[src/include/sram_in_pkg.sv]
// Constants for the synchronous input side of a two-port burst SRAM.
// Assumes a single fast system clock that oversamples the strobe pins.
package sram_in_pkg;

  // ==========================================================
  // Configurations: data width, lane width, address width
  localparam int CFG_X8_DATA_W = 8;
  localparam int CFG_X18_DATA_W = 18;
  localparam int CFG_X36_DATA_W = 36;
  localparam int NIBBLE_LANE_W = 4;
  localparam int BYTE_LANE_W = 9;
  localparam int CFG_X8_ADDR_W = 20;
  localparam int CFG_X18_ADDR_W = 19;
  localparam int CFG_X36_ADDR_W = 18;

  // ==========================================================
  // Timing
  localparam int SYNC_STAGES = 2;
  localparam int BEATS_PER_BURST = 2;

  // ==========================================================
  // Reset values
  localparam logic PIN_IDLE_HI = 1'h1;
  localparam logic PULSE_IDLE = 1'h0;

  typedef enum logic [0:0] {
    BEAT_FIRST,
    BEAT_SECOND
  } beat_t;

  function automatic int lane_w_of(input int dw);
    return (dw == CFG_X8_DATA_W) ? NIBBLE_LANE_W : BYTE_LANE_W;
  endfunction

  function automatic int addr_w_of(input int dw);
    if (dw == CFG_X8_DATA_W) begin
      return CFG_X8_ADDR_W;
    end
    if (dw == CFG_X18_DATA_W) begin
      return CFG_X18_ADDR_W;
    end
    return CFG_X36_ADDR_W;
  endfunction

endpackage

[src/hw/sram_input_port.sv]
// Input side of a separate-port double-data-rate burst SRAM.
// Assumes the strobe pair is far slower than mclk so every strobe edge
// is seen by the oversampling; all pins cross via two flip-flops.
`timescale 1ns/1ps
module sram_input_port #(
  parameter int DATA_W = sram_in_pkg::CFG_X36_DATA_W,
  parameter int LANE_W = sram_in_pkg::lane_w_of(DATA_W),
  parameter int LANES = DATA_W / LANE_W,
  parameter int ADDR_W = sram_in_pkg::addr_w_of(DATA_W)
) (
  input wire logic mclk,
  input wire logic reset_n,
  input wire logic strobe_p,
  input wire logic strobe_n,
  input wire logic write_port_select_n,
  input wire logic read_port_select_n,
  input wire logic [LANES-1:0] byte_lane_mask_n,
  input wire logic [ADDR_W-1:0] addr,
  input wire logic [DATA_W-1:0] wr_data_in,
  output logic wr_commit,
  output logic [ADDR_W-1:0] wr_addr,
  output logic [DATA_W-1:0] wr_data0,
  output logic [DATA_W-1:0] wr_data1,
  output logic [LANES-1:0] wr_lane_en0,
  output logic [LANES-1:0] wr_lane_en1,
  output logic rd_start,
  output logic [ADDR_W-1:0] rd_addr,
  output logic rd_beat,
  output logic rd_beat_idx
);
  import sram_in_pkg::*;

  localparam int PIN_W = 4 + LANES + ADDR_W + DATA_W;

  // ==========================================================
  // Pin synchronisation; strobes travel with the data they qualify
  logic [PIN_W-1:0] pins_raw, pins_s;
  logic sp_s, sn_s, wsel_n_s, rsel_n_s;
  logic [LANES-1:0] mask_n_s;
  logic [ADDR_W-1:0] addr_s;
  logic [DATA_W-1:0] data_s;

  assign pins_raw = {strobe_p, strobe_n, write_port_select_n,
                     read_port_select_n, byte_lane_mask_n, addr, wr_data_in};

  pin_sync #(
    .W(PIN_W),
    .RST_VAL({2'h0, PIN_IDLE_HI, PIN_IDLE_HI, {(PIN_W-4){1'b0}}})
  ) u_sync (
    .mclk(mclk),
    .reset_n(reset_n),
    .pin(pins_raw),
    .synced(pins_s)
  );

  assign {sp_s, sn_s, wsel_n_s, rsel_n_s, mask_n_s, addr_s, data_s} = pins_s;

  // ==========================================================
  // Strobe rising-edge detection
  logic sp_prev_q, sp_prev_d, sn_prev_q, sn_prev_d;
  logic p_rise, n_rise;

  always_comb begin
    sp_prev_d = sp_s;
    sn_prev_d = sn_s;
  end

  always_ff @(posedge mclk) begin
    if (!reset_n) begin
      sp_prev_q <= 1'b0;
      sn_prev_q <= 1'b0;
    end else begin
      sp_prev_q <= sp_prev_d;
      sn_prev_q <= sn_prev_d;
    end
  end

  assign p_rise = sp_s & ~sp_prev_q;
  assign n_rise = sn_s & ~sn_prev_q;

  // ==========================================================
  // Lane gating of the beat currently on the pins
  logic [DATA_W-1:0] beat_gated;
  logic [LANES-1:0] beat_en;

  lane_gate #(
    .DATA_W(DATA_W),
    .LANE_W(LANE_W),
    .LANES(LANES)
  ) u_gate (
    .data(data_s),
    .mask_n(mask_n_s),
    .data_gated(beat_gated),
    .lane_en(beat_en)
  );

  // ==========================================================
  // Write port
  beat_t wst_q, wst_d;
  logic wr_commit_q, wr_commit_d;
  logic [ADDR_W-1:0] wr_addr_q, wr_addr_d;
  logic [DATA_W-1:0] wr_data0_q, wr_data0_d, wr_data1_q, wr_data1_d;
  logic [LANES-1:0] wr_en0_q, wr_en0_d, wr_en1_q, wr_en1_d;

  always_comb begin
    wst_d = wst_q;
    wr_commit_d = PULSE_IDLE;
    wr_addr_d = wr_addr_q;
    wr_data0_d = wr_data0_q;
    wr_data1_d = wr_data1_q;
    wr_en0_d = wr_en0_q;
    wr_en1_d = wr_en1_q;
    case (wst_q)
      BEAT_FIRST: begin
        // Deselected: address, masks and data are all left untouched
        if (p_rise && !wsel_n_s) begin
          wr_addr_d = addr_s;
          wr_data0_d = beat_gated;
          wr_en0_d = beat_en;
          wst_d = BEAT_SECOND;
        end
      end
      BEAT_SECOND: begin
        if (n_rise) begin
          wr_data1_d = beat_gated;
          wr_en1_d = beat_en;
          wr_commit_d = 1'b1;
          wst_d = BEAT_FIRST;
        end else if (p_rise) begin
          // Missing negative edge: drop the burst, honour the new request
          wst_d = wsel_n_s ? BEAT_FIRST : BEAT_SECOND;
          if (!wsel_n_s) begin
            wr_addr_d = addr_s;
            wr_data0_d = beat_gated;
            wr_en0_d = beat_en;
          end
        end
      end
      default: begin
        wst_d = BEAT_FIRST;
      end
    endcase
  end

  always_ff @(posedge mclk) begin
    if (!reset_n) begin
      wst_q <= BEAT_FIRST;
      wr_commit_q <= PULSE_IDLE;
      wr_addr_q <= '0;
      wr_data0_q <= '0;
      wr_data1_q <= '0;
      wr_en0_q <= '0;
      wr_en1_q <= '0;
    end else begin
      wst_q <= wst_d;
      wr_commit_q <= wr_commit_d;
      wr_addr_q <= wr_addr_d;
      wr_data0_q <= wr_data0_d;
      wr_data1_q <= wr_data1_d;
      wr_en0_q <= wr_en0_d;
      wr_en1_q <= wr_en1_d;
    end
  end

  // ==========================================================
  // Read port, fully separate state so writes never stall it
  beat_t rst_q, rst_d;
  logic rd_start_q, rd_start_d, rd_beat_q, rd_beat_d, rd_idx_q, rd_idx_d;
  logic [ADDR_W-1:0] rd_addr_q, rd_addr_d;

  always_comb begin
    rst_d = rst_q;
    rd_start_d = PULSE_IDLE;
    rd_beat_d = PULSE_IDLE;
    rd_idx_d = rd_idx_q;
    rd_addr_d = rd_addr_q;
    case (rst_q)
      BEAT_FIRST: begin
        if (p_rise && !rsel_n_s) begin
          rd_addr_d = addr_s;
          rd_start_d = 1'b1;
          rd_beat_d = 1'b1;
          rd_idx_d = 1'b0;
          rst_d = BEAT_SECOND;
        end
      end
      BEAT_SECOND: begin
        // A started read always completes its second transfer
        if (n_rise || p_rise) begin
          rd_beat_d = 1'b1;
          rd_idx_d = 1'b1;
          rst_d = BEAT_FIRST;
        end
      end
      default: begin
        rst_d = BEAT_FIRST;
      end
    endcase
  end

  always_ff @(posedge mclk) begin
    if (!reset_n) begin
      rst_q <= BEAT_FIRST;
      rd_start_q <= PULSE_IDLE;
      rd_beat_q <= PULSE_IDLE;
      rd_idx_q <= 1'b0;
      rd_addr_q <= '0;
    end else begin
      rst_q <= rst_d;
      rd_start_q <= rd_start_d;
      rd_beat_q <= rd_beat_d;
      rd_idx_q <= rd_idx_d;
      rd_addr_q <= rd_addr_d;
    end
  end

  assign wr_commit = wr_commit_q;
  assign wr_addr = wr_addr_q;
  assign wr_data0 = wr_data0_q;
  assign wr_data1 = wr_data1_q;
  assign wr_lane_en0 = wr_en0_q;
  assign wr_lane_en1 = wr_en1_q;
  assign rd_start = rd_start_q;
  assign rd_addr = rd_addr_q;
  assign rd_beat = rd_beat_q;
  assign rd_beat_idx = rd_idx_q;
endmodule

[src/hw/pin_sync.sv]
// Two-flop synchroniser for a bundle of pins.
// Assumes pins change slowly against mclk; the first stage feeds only
// the second.
`timescale 1ns/1ps
module pin_sync #(
  parameter int W = 1,
  parameter logic [W-1:0] RST_VAL = '0
) (
  input wire logic mclk,
  input wire logic reset_n,
  input wire logic [W-1:0] pin,
  output logic [W-1:0] synced
);
  import sram_in_pkg::*;

  logic [W-1:0] meta_q, meta_d;
  logic [W-1:0] stab_q, stab_d;

  always_comb begin
    meta_d = pin;
    stab_d = meta_q;
  end

  always_ff @(posedge mclk) begin
    if (!reset_n) begin
      meta_q <= RST_VAL;
      stab_q <= RST_VAL;
    end else begin
      meta_q <= meta_d;
      stab_q <= stab_d;
    end
  end

  assign synced = stab_q;
endmodule

[src/hw/lane_gate.sv]
// Per-lane gating of one write beat by its active-low lane masks.
// Pure combinational; the caller registers the result.
`timescale 1ns/1ps
module lane_gate #(
  parameter int DATA_W = 36,
  parameter int LANE_W = 9,
  parameter int LANES = 4
) (
  input wire logic [DATA_W-1:0] data,
  input wire logic [LANES-1:0] mask_n,
  output logic [DATA_W-1:0] data_gated,
  output logic [LANES-1:0] lane_en
);
  import sram_in_pkg::*;

  // ==========================================================
  // Lane i covers bits [i*LANE_W +: LANE_W]
  for (genvar i = 0; i < LANES; i++) begin : g_lane
    // Masked lanes are zeroed so nothing downstream can store them
    assign lane_en[i] = ~mask_n[i];
    assign data_gated[i*LANE_W +: LANE_W] =
      mask_n[i] ? '0 : data[i*LANE_W +: LANE_W];
  end
endmodule

[config.mk]
export PLATFORM = sky130hd
export DESIGN_NAME = sram_input_port
export DESIGN_NICKNAME = d
export VERILOG_FILES = /design/src/include/sram_in_pkg.sv /design/src/hw/sram_input_port.sv /design/src/hw/pin_sync.sv /design/src/hw/lane_gate.sv
export SDC_FILE = /design/constraint.sdc
export NUM_CORES = 1
export LEC_CHECK = 0
export BUFFER_PORTS_ARGS = -buffer_cell sky130_fd_sc_hd__buf_2
export CAP_MARGIN = 20
export CORE_AREA = 2 2 158 121
export DETAILED_ROUTE_END_ITERATION = 6
export DIE_AREA = 0 0 160 123
export PLACE_DENSITY = 0.74
export SYNTH_ARGS = -nofsm -noshare
export SYNTH_HDL_FRONTEND = slang
export SYNTH_HIERARCHICAL = 1
export SYNTH_SLANG_ARGS = --single-unit
[constraint.sdc]
create_clock -name mclk -period 2.7 [get_ports mclk]
set_input_delay 0.27 -clock mclk [delete_from_list [all_inputs] [get_ports mclk]]
set_output_delay 0.27 -clock mclk [all_outputs]
set_load 0.01 [all_outputs]
; Yosys cells after proc, flatten, opt, wreduce, memory -nomap -nowiden
; Cells that the tools add are included.
[totals]
register_bits = 248
input_bits = 64
ram_bits = 0
mem_bits_ro = 0
n_memories = 0
latch_bits = 0
word_cells = 77
output_inout_bits = 120
[op_classes]
order_cmp = 0
mul = 0
n_mux = 33
reduce_logical = 11
eq_ne = 6
div_mod_pow = 0
shifts = 0
n_bitwise = 11
addsub = 0
[ops]
columns = operator, count
row1 = two-way mux 36 bit, 4
row2 = two-way mux 18 bit, 4
row3 = one-hot mux 36 bit (2 select lines), 1
row4 = two-way mux 9 bit, 4
row5 = one-hot mux 18 bit (2 select lines), 1
row6 = two-way mux 4 bit, 4
row7 = two-way mux 1 bit, 10
row8 = != test 2 bit (second input constant), 5
row9 = inverter 1 bit, 9
row10 = one-hot mux 1 bit (2 select lines), 4
row11 = one-hot mux 4 bit (2 select lines), 1
row12 = AND reduction 2 bit, 4
row13 = AND reduction 4 bit, 1
row14 = bitwise AND 1 bit, 2
row15 = logical AND 1 bit, 2
row16 = zero test 1 bit, 2
row17 = != test 2 x 1 -> 1 bit (second input constant), 1
row18 = OR reduction 2 bit, 1
row19 = logical OR 1 bit, 1

; Logic depth before layout (Yosys ltp)
; Gate-level depths: netlist of the first run.
[depth]
word_depth = 5
depth_mapped = 6
mapped_depth_nobuf = 3

; Modules after synthesis
; Netlist of the first run, hierarchy kept.
[modules_own_cells]
columns = mod, n_inst, area_per_inst_um2, seq_area_each_um2, cells_per_inst
row1 = sram_input_port, 1, 4411.7, 2482.4, 447
row2 = pin_sync, 1, 3367.0, 2482.4, 261
row3 = lane_gate, 1, 240.2, 0.0, 40

; Worst setup path after synthesis of the first run
; No wires, ideal clock.
[synth_timing]
path_type = register to register
startpoint = register sp_prev_q
endpoint = register wr_addr_q[0] (netlist: wr_addr[0])
path_slack_ns = 1.397
setup_time_ns = 0.072
stages_incl_launch_ff = 7
n_path_buf = 3
synth_period_minus_slack_ns = 1.303
t_arrival_ns = 1.231
required_time_ns = 2.628
path_cell_list = dfxtp_1 -> nor3b_2 -> and2_1 -> buf_6 -> buf_6 -> buf_8 -> mux2i_1
[synth_via]
elab_chain_cells = 5
word_cells_on_any_way = 6
cone_classes = eq/ne: 2 / bitwise: 2 / reduce/logical: 2
[synth_lines]
columns = item, line
row1 = "start, declared", sram_input_port.sv:60  ; logic sp_prev_q, sp_prev_d, sn_prev_q, sn_prev_d;
row2 = "start signal, assigned", sram_input_port.sv:73  ; sp_prev_q <= sp_prev_d;
row3 = inverter 1 bit *, sram_input_port.sv:78  ; assign p_rise = sp_s & ~sp_prev_q;
row4 = bitwise AND 1 bit *, sram_input_port.sv:78
row5 = logical AND 1 bit, sram_input_port.sv:116  ; if (p_rise && !wsel_n_s) begin
row6 = != test 2 bit (no source line), n/a
row7 = AND reduction 4 bit (no source line) *, n/a
row8 = "end signal, assigned", sram_input_port.sv:157  ; wr_addr_q <= wr_addr_d;
row9 = "end, declared", sram_input_port.sv:101  ; logic [ADDR_W-1:0] wr_addr_q, wr_addr_d;
; Every way passes the cells marked *; elsewhere a longest branch is shown, timed or not.
; A chain may end at the register's enable or synchronous reset.

; Final worst setup path of the first run
[layout_timing]
startpoint = register u_sync.stab_q[61] (netlist: u_sync/synced[61])
endpoint = register wr_data0_q[23] (netlist: wr_data0[23])
[layout_via]
elab_chain_cells = 4
word_cells_on_any_way = 5
cone_classes = eq/ne: 2 / bitwise: 1 / reduce/logical: 2
[layout_lines]
columns = item, line
row1 = "start, declared", pin_sync.sv:17  ; logic [W-1:0] stab_q, stab_d;
row2 = "start signal, assigned", pin_sync.sv:30  ; stab_q <= stab_d;
row3 = bitwise AND 1 bit *, sram_input_port.sv:78
row4 = logical AND 1 bit, sram_input_port.sv:116
row5 = != test 2 bit (no source line), n/a
row6 = AND reduction 4 bit (no source line) *, n/a
row7 = "end signal, assigned", sram_input_port.sv:158  ; wr_data0_q <= wr_data0_d;
row8 = "end, declared", sram_input_port.sv:102  ; logic [DATA_W-1:0] wr_data0_q, wr_data0_d, wr_data1_q, wr_data1_d;
; Marked as above.

==> impl_results.md, run 1 <==
- LEAKAGE: between 0.004 and 0.005 uW
- Post-DR vias/cell: between 4 and 5
- Register area share after synthesis: between 60% and 70%
- First-pass GRT wire length: roughly 28000 um
- Share of cells above drive strength 1: 23.4%
- Hpwl dp: 10300 um
- Area Overhead vs Synth: 30.7%
- Worst clock skew: 0.0116 ns
- GR Overflow Total: 0
- Synth Area in Simple Gates: 21.0%
- Placed insts: roughly 1100
- Nets: 1040
- Crit path kind: register to register
- CP Capture Type: register
- Routed wire length per instance: around 14 um
- Top cell type by total area after synthesis: dfxtp_1
- Status: completed
- P per Cell Area: 717 mW/mm2
- Startpoint class of the critical path: register
- Gr usage total: approximately 18%
- Core area: around 0.018 mm2
- Antenna violations before repair: 1
- Clock sinks: 248
- Unique masters post-synth: 23
- Post-synthesis cell count: about 750
- Vias in the first global route: 5582
- Die Ht: 123 um
- Largest net degree at the start of global routing: 222
- Post-synthesis mux area share: under 10%
- Most common cell in the synthesized netlist: dfxtp_1
- Critical path peak fanout: 35
- Hold Fails Final Rpt: 0
- Drc violations: 0
- Syn_area_per_cell: approximately 11 um2
- I/O pin cnt: about 180
- Largest family of logic cells by synthesized area: simple AND/OR/NAND/NOR gates
- Number of flops mapped to enable cells by yosys: 0
- Maximum clock frequency: roughly 570 MHz
- Vias: 5650
- Initial Util: about 44%
- Top-area cell type share of the netlist area: about three fifths
- CTS HTree Levels: 1
- Hold Path Depth: 2
- CTS Buffer Depth: 3
- VDD IR max: approximately 0.52 mV
- Max-slew headroom: between 30% and 40%
- Non-filler instance count after layout: 1241
- Critical Path AT: between 2 and 2.5 ns
- Routed Antenna Nets: 0
- GP Congestion: approximately 0.71
- Die X: between 150 and 200 um
- Fin crit period: between 1.5 and 2 ns
- Top post-synthesis cells by area: dfxtp_1 62%, and2_1 9.7%, mux2i_1 7.2%, nand2_1 7.1%, a22o_1 4.4%
- FF+latch count, synth: around 250
- CP Data Required Time: 3.13 ns
- PortBufs: 183
- Synth Area in Compound Gates: under 10%
- Pins over their slew limit: 0
- Number of antenna diodes: 0
- Die area: between 0.015 and 0.02 mm2
- Synth Flop Type: dfxtp_1
- CTS clk-pin slew, worst paths: ~0.060 ns
- Aggregate routed wire length: 17600 um
- CTS root buf: clkbuf_16
- 1st-pass router iterations: 4
- Netlist Area Pre-Place: 0.00802 mm2
- Slew at the pin closest to its max-slew limit: roughly 0.94 ns
- DRT iter0 DRCs: between 300 and 400
- Site Rows: 43
- Top cells by count, synth: 248 x dfxtp_1, 152 x nand2_1, 124 x and2_1
- CTS tree: yes
- Syn_nets: about 800
- Unrepaired setup endpoints after global routing: no
- CTS Buf Count: 24
- Post-synth ARST share: 0%
- # setup viols final: 0
- Final worst-path cycle share: 65.3%
- Fraction of the mapped netlist area in adder cells: 0%
- Cells on worst reg2reg path: 4
- Total power: about 7500 uW
- Hold crit path type: primary input to register
- Setup TNS: 0 ns
- Total of max-cap violations: 0
- XOR/XNOR share of the synthesized area: 0%
- Ys Warns: 6
- Latest clock arrival within the worst-skew pair: about 0.51 ns
-- routing by layer --
metal | track usage, % | vias up | routed length, um
met3 | 4.83 | 23 | 1100
li1 | - | 2861 | -
met2 | 28.7 | 144 | 7830
met1 | 23.6 | 2620 | 8380
met4 | 4.11 | 2 | 270
met5 | 0 | - | 7
-- per-stage QoR --
stage	hold WS (ns)	area [um2]	utilization, %	setup slack, ns
2_1_floorplan	0.371	8020	-	1.40
3_3_place_gp	0.403	9040	49.7	1.02
3_5_place_dp	0.417	9040	49.7	0.955
4_1_cts	0.00356	10500	57.6	0.896
5_1_grt	0.0235	10500	57.6	0.798
6_report	0.0132	10500	57.6	0.936
-- state kept, by name, indices dropped and copies added (netlist names), 4 cells and up --
signal and flops:
wr_data1 36, wr_addr 18, u_sync/meta_q 62, wr_lane_en1 4
wr_lane_en0 4, wr_data0 36, u_sync/synced 62, rd_addr 18
-- layout make-up --
class | instances | area [um2]
inverters | 5 | 18.8
clock buffers | 36 | 737
clock inverters | 8 | 92.6
fillers | 1577 | 7700
well taps | 247 | 309
flip-flops and latches | 248 | 4960
multi-input cells | 448 | 2750
repair buffers | 249 | 1610
-- cells in the final DEF (no fill, tap or decap), types with 2 or more instances in the layout --
master         synthesis  layout
dlygate4sd3_1          0      61
nand2b_1               6       6
clkinv_2               0       5
clkbuf_8               0       7
dfxtp_1              248     248
and2_1               124     122
nor2b_1               37      37
buf_2                 10     182
nor2_1                 3       2
clkbuf_16              0      25
clkbuf_1              22       4
nand2_1              152     152
bufinv_16              0       2
a21oi_1               20      20
buf_12                 0       3
a22o_1                40      40
mux2i_1               58      58
inv_1                  5       5
buf_4                  4       2
-- cells by family (layout without fill, tap and decap cells) --
| kind of cell | count (synthesis) | after routing |
|---|---|---|
| flip-flops | 248 | 248 |
| AND/OR/NAND/NOR | 327 | 327 |
| AO/OA/AOI/OAI | 63 | 63 |
| multiplexers | 58 | 58 |
| buffers and inverters | 52 | 298 |
-- final timing paths --
kind                      endpoint               from  slack (ns)
hold / removal    u_sync/meta_q[0]      wr_data_in[0]        0.01
setup reg to reg      wr_data0[23]  u_sync/synced[61]        0.94
hold reg to reg   u_sync/synced[6]   u_sync/meta_q[6]        0.43
setup / recovery      wr_data0[23]  u_sync/synced[61]        0.94
-- report_power, final --
group	total (uW)	leakage [uW]	switching, uW	internal [uW]
clock	3440	0.000411	1360	2080
sequential	3780	0.00202	31.9	3750
combinational	298	0.00210	137	161
-- critical path: stages (launching register included) --
cell	delay, ns
dfxtp_1	0.38
nor3b_2	0.21
and2_4	0.47
buf_12	0.31
mux2i_1	0.26
-- timing repair --
| action | 4_1_cts | 5_1_grt |
|---|---|---|
| hold buffers | 61 | 0 |
| setup buffers | 0 | 0 |
| endpoints found under the hold margin | 61 | 0 |
| gates resized for setup | 0 | 0 |
(Power assumes the default switching activity.)
==> inputs of run 2 (changes only) <==
--- a/config.mk
+++ b/config.mk
@@ -10,7 +10,7 @@
 export CORE_AREA = 2 2 158 121
 export DETAILED_ROUTE_END_ITERATION = 6
 export DIE_AREA = 0 0 160 123
-export PLACE_DENSITY = 0.74
+export PLACE_DENSITY = 0.76
 export SYNTH_ARGS = -nofsm -noshare
 export SYNTH_HDL_FRONTEND = slang
 export SYNTH_HIERARCHICAL = 1
==> constraint.sdc (replaced) <==
create_clock -name mclk -period 1.59 [get_ports mclk]
set_input_delay 0.159 -clock mclk [delete_from_list [all_inputs] [get_ports mclk]]
set_output_delay 0.159 -clock mclk [all_outputs]
set_load 0.01 [all_outputs]
==> run 2 against run 1 <==
Compared with the run above: first-iteration DRC count down 20%; clock skew decreased by 0.0021 ns; core utilization rose by 0.91 points; count of clock-buffer cells in the layout is 4 lower; setup slack worse by 0.80 ns; critical endpoint is now wr_data0[26]; largest cell class unchanged.
==> impl_results.md, run 2 (synthesized netlist as in run 1, its figures left out) <==
- P per Cell Area: 1210 mW/mm2 (was 717 mW/mm2)
- Clock sinks: 248 (unchanged)
- Pins over their slew limit: 0 (unchanged)
- Latest clock arrival within the worst-skew pair: 0.50 ns (was 0.51 ns)
- Gr usage total: 18.1% (was 17.6%)
- GR Overflow Total: 0 (unchanged)
- Vias: 5671 (was 5650)
- Antenna violations before repair: 1 (unchanged)
- Filler instances: 1536 (was 1577)
- Initial Util: 44.1% (unchanged)
- Site Rows: 43 (unchanged)
- Routed wire length per instance: 14.4 um (was 14.2 um)
- Drc violations: 0 (unchanged)
- Most frequent cells in the layout: 248 x dfxtp_1, 182 x buf_2, 152 x nand2_1 (unchanged)
- Hold Fails Final Rpt: 0 (unchanged)
- Aggregate routed wire length: 18100 um (was 17600 um)
- Hold crit path type: primary input to register (unchanged)
- RR Endpoint: wr_data0[26] (was wr_data0[23])
- CTS tree: yes (unchanged)
- Routed Antenna Nets: 0 (unchanged)
- CTS Buf Count: 24 (unchanged)
- Final worst-path cycle share: 91.6% (was 65.3%)
- Crit path kind: register to register (unchanged)
- Most common cell after layout, fill and taps aside: dfxtp_1 (unchanged)
- Critical path peak fanout: 15 (was 35)
- CTS clk-pin slew, worst paths: 0.06 ns (about the same)
- Total of max-cap violations: 0 (unchanged)
- CP Capture Type: register (unchanged)
- Hold Path Depth: 3 (was 2)
- Die Ht: 123 um (unchanged)
- Share of cells above drive strength 1: 24.3% (was 23.4%)
- GP Congestion: 0.728 (was 0.715)
- Critical Path AT: 1.89 ns (was 2.19 ns)
- Status: completed (unchanged)
- Reg-to-reg startpoint: u_sync/synced[61] (unchanged)
- 1st-pass router iterations: 5 (was 4)
- CP Data Required Time: 2.02 ns (was 3.13 ns)
- Setup TNS: 0 ns (unchanged)
- Die X: 160 um (unchanged)
- Worst clock skew: 0.00950 ns (was 0.0116 ns)
- Max-slew headroom: 67.6% (was 37.6%)
- Min Hold Slack: 0.391 ns (was 0.0132 ns)
- FF/Latch Area: 0.00496 mm2 (unchanged)
- I/O pin cnt: 184 (unchanged)
- Worst Hold Launch: wr_data_in[27] (was wr_data_in[0])
- Multi-input gate area: 0.00275 mm2 (unchanged)
- Unrepaired setup endpoints after global routing: no (unchanged)
- Die area: 0.0197 mm2 (unchanged)
- Fin crit period: 1.46 ns (was 1.76 ns)
- PortBufs: 183 (unchanged)
- CTS root buf: clkbuf_16 (unchanged)
- Area Overhead vs Synth: 32.8% (was 30.7%)
- Vias in the first global route: 5559 (was 5582)
- Maximum clock frequency: 686 MHz (was 567 MHz)
- Hold Path End: u_sync/meta_q[27] (was u_sync/meta_q[0])
- # setup viols final: 0 (unchanged)
- Cells on worst reg2reg path: 4 (unchanged)
- Reg2Reg Setup Slack: 0.13 ns (was 0.94 ns)
- Pre-CTS setup slack: 0.142 ns (was 0.955 ns)
- LEAKAGE: 0.00460 uW (was 0.00453 uW)
- VDD IR max: 0.791 mV (was 0.524 mV)
- PostCTS Resize Cnt: 0 (unchanged)
- CTS HTree Levels: 1 (unchanged)
- Slew at the pin closest to its max-slew limit: 0.485 ns (was 0.937 ns)
- Largest net degree at the start of global routing: 108 (was 222)
- Startpoint class of the critical path: register (unchanged)
- DRT iter0 DRCs: 307 (was 384)
- Core area: 0.0182 mm2 (unchanged)
- First-pass GRT wire length: 28600 um (was 28100 um)
- CTS Buffer Depth: 3 (unchanged)
- Nets: 1052 (was 1040)
- Post-route worst setup slack: 0.133 ns (was 0.936 ns)
- Hpwl dp: 11200 um (was 10300 um)
- Post-DR vias/cell: 4.52 (was 4.55)
==> run 2: cell count changes in the layout (fill, tap and decap cells not counted), sizes merged <==
| cell | change |
|---|---|
| buf | +10 |
| bufinv | +1 |
| clkbuf | -4 |
| clkinv | +1 |
| clkinvlp | +2 |
| diode | +1 |
| dlygate4sd3 | +2 |
==> run 2: repair_timing <==
item,CTS,global route
buffers inserted,0,0
hold buffers,63,0
endpoints found under the hold margin,63,0
==> run 2: worst max path at each step <==
| stage | depth (start not counted) | start | endpoint |
|---|---|---|---|
| 5_1_grt | 4 | u_sync/synced[61] | wr_lane_en0[3] |
| 6_report | 4 | u_sync/synced[61] | wr_data0[26] |
| 4_1_cts | 4 | u_sync/synced[61] | wr_addr[1] |
| 2_1_floorplan | 6 | sp_prev_q | wr_addr[0] |
| 3_5_place_dp | 4 | u_sync/synced[61] | wr_data0[19] |
| 3_3_place_gp | 4 | sn_prev_q | wr_data1[22] |
==> run 2: area by class of cell <==
type,count,share of cell area (%)
sequential,248,46.6
clock buffer,32,6.50
antenna,1,0.0235
clock inverter,12,1.34
inverter,5,0.176
timing repair buffer,261,16.6
tap,247,2.90
multi-input combinational,448,25.9
==> run 2: through the flow <==
step / std cells / total power [uW] / utilization (%) / instance area (um2)
after CTS: 1253 / 12900 / 58.5 / 10600
after global routing: 1253 / 13300 / 58.5 / 10600
after detailed placement: 1146 / 6970 / 50.5 / 9180
after global placement: 1146 / 6950 / 50.5 / 9180
after floorplan: 748 / 6810 / - / 8020
final: 1254 / 12800 / 58.6 / 10600
==> run 2: per-layer routing <==
metal | part of all wire (%) | vias up | GRT usage (%)
met3 | 6.2 | 21 | 4.83
li1 | - | 2886 | -
met1 | 48 | 2603 | 24.6
met2 | 45 | 161 | 29.3
met4 | 1.3 | 0 | 3.43
met5 | 0 | - | 0
==> run 2: where the power goes <==
part	total, uW	switching [uW]	internal, uW
clock network	5890	2340	3550
logic	535	243	292
registers	6420	55.0	6370
==> run 2: critical path: stages, from the launching register on <==
cell and delay (ns):
dfxtp_1 0.40, nor3b_2 0.23, and2_4 0.34, buf_12 0.20, mux2i_1 0.21
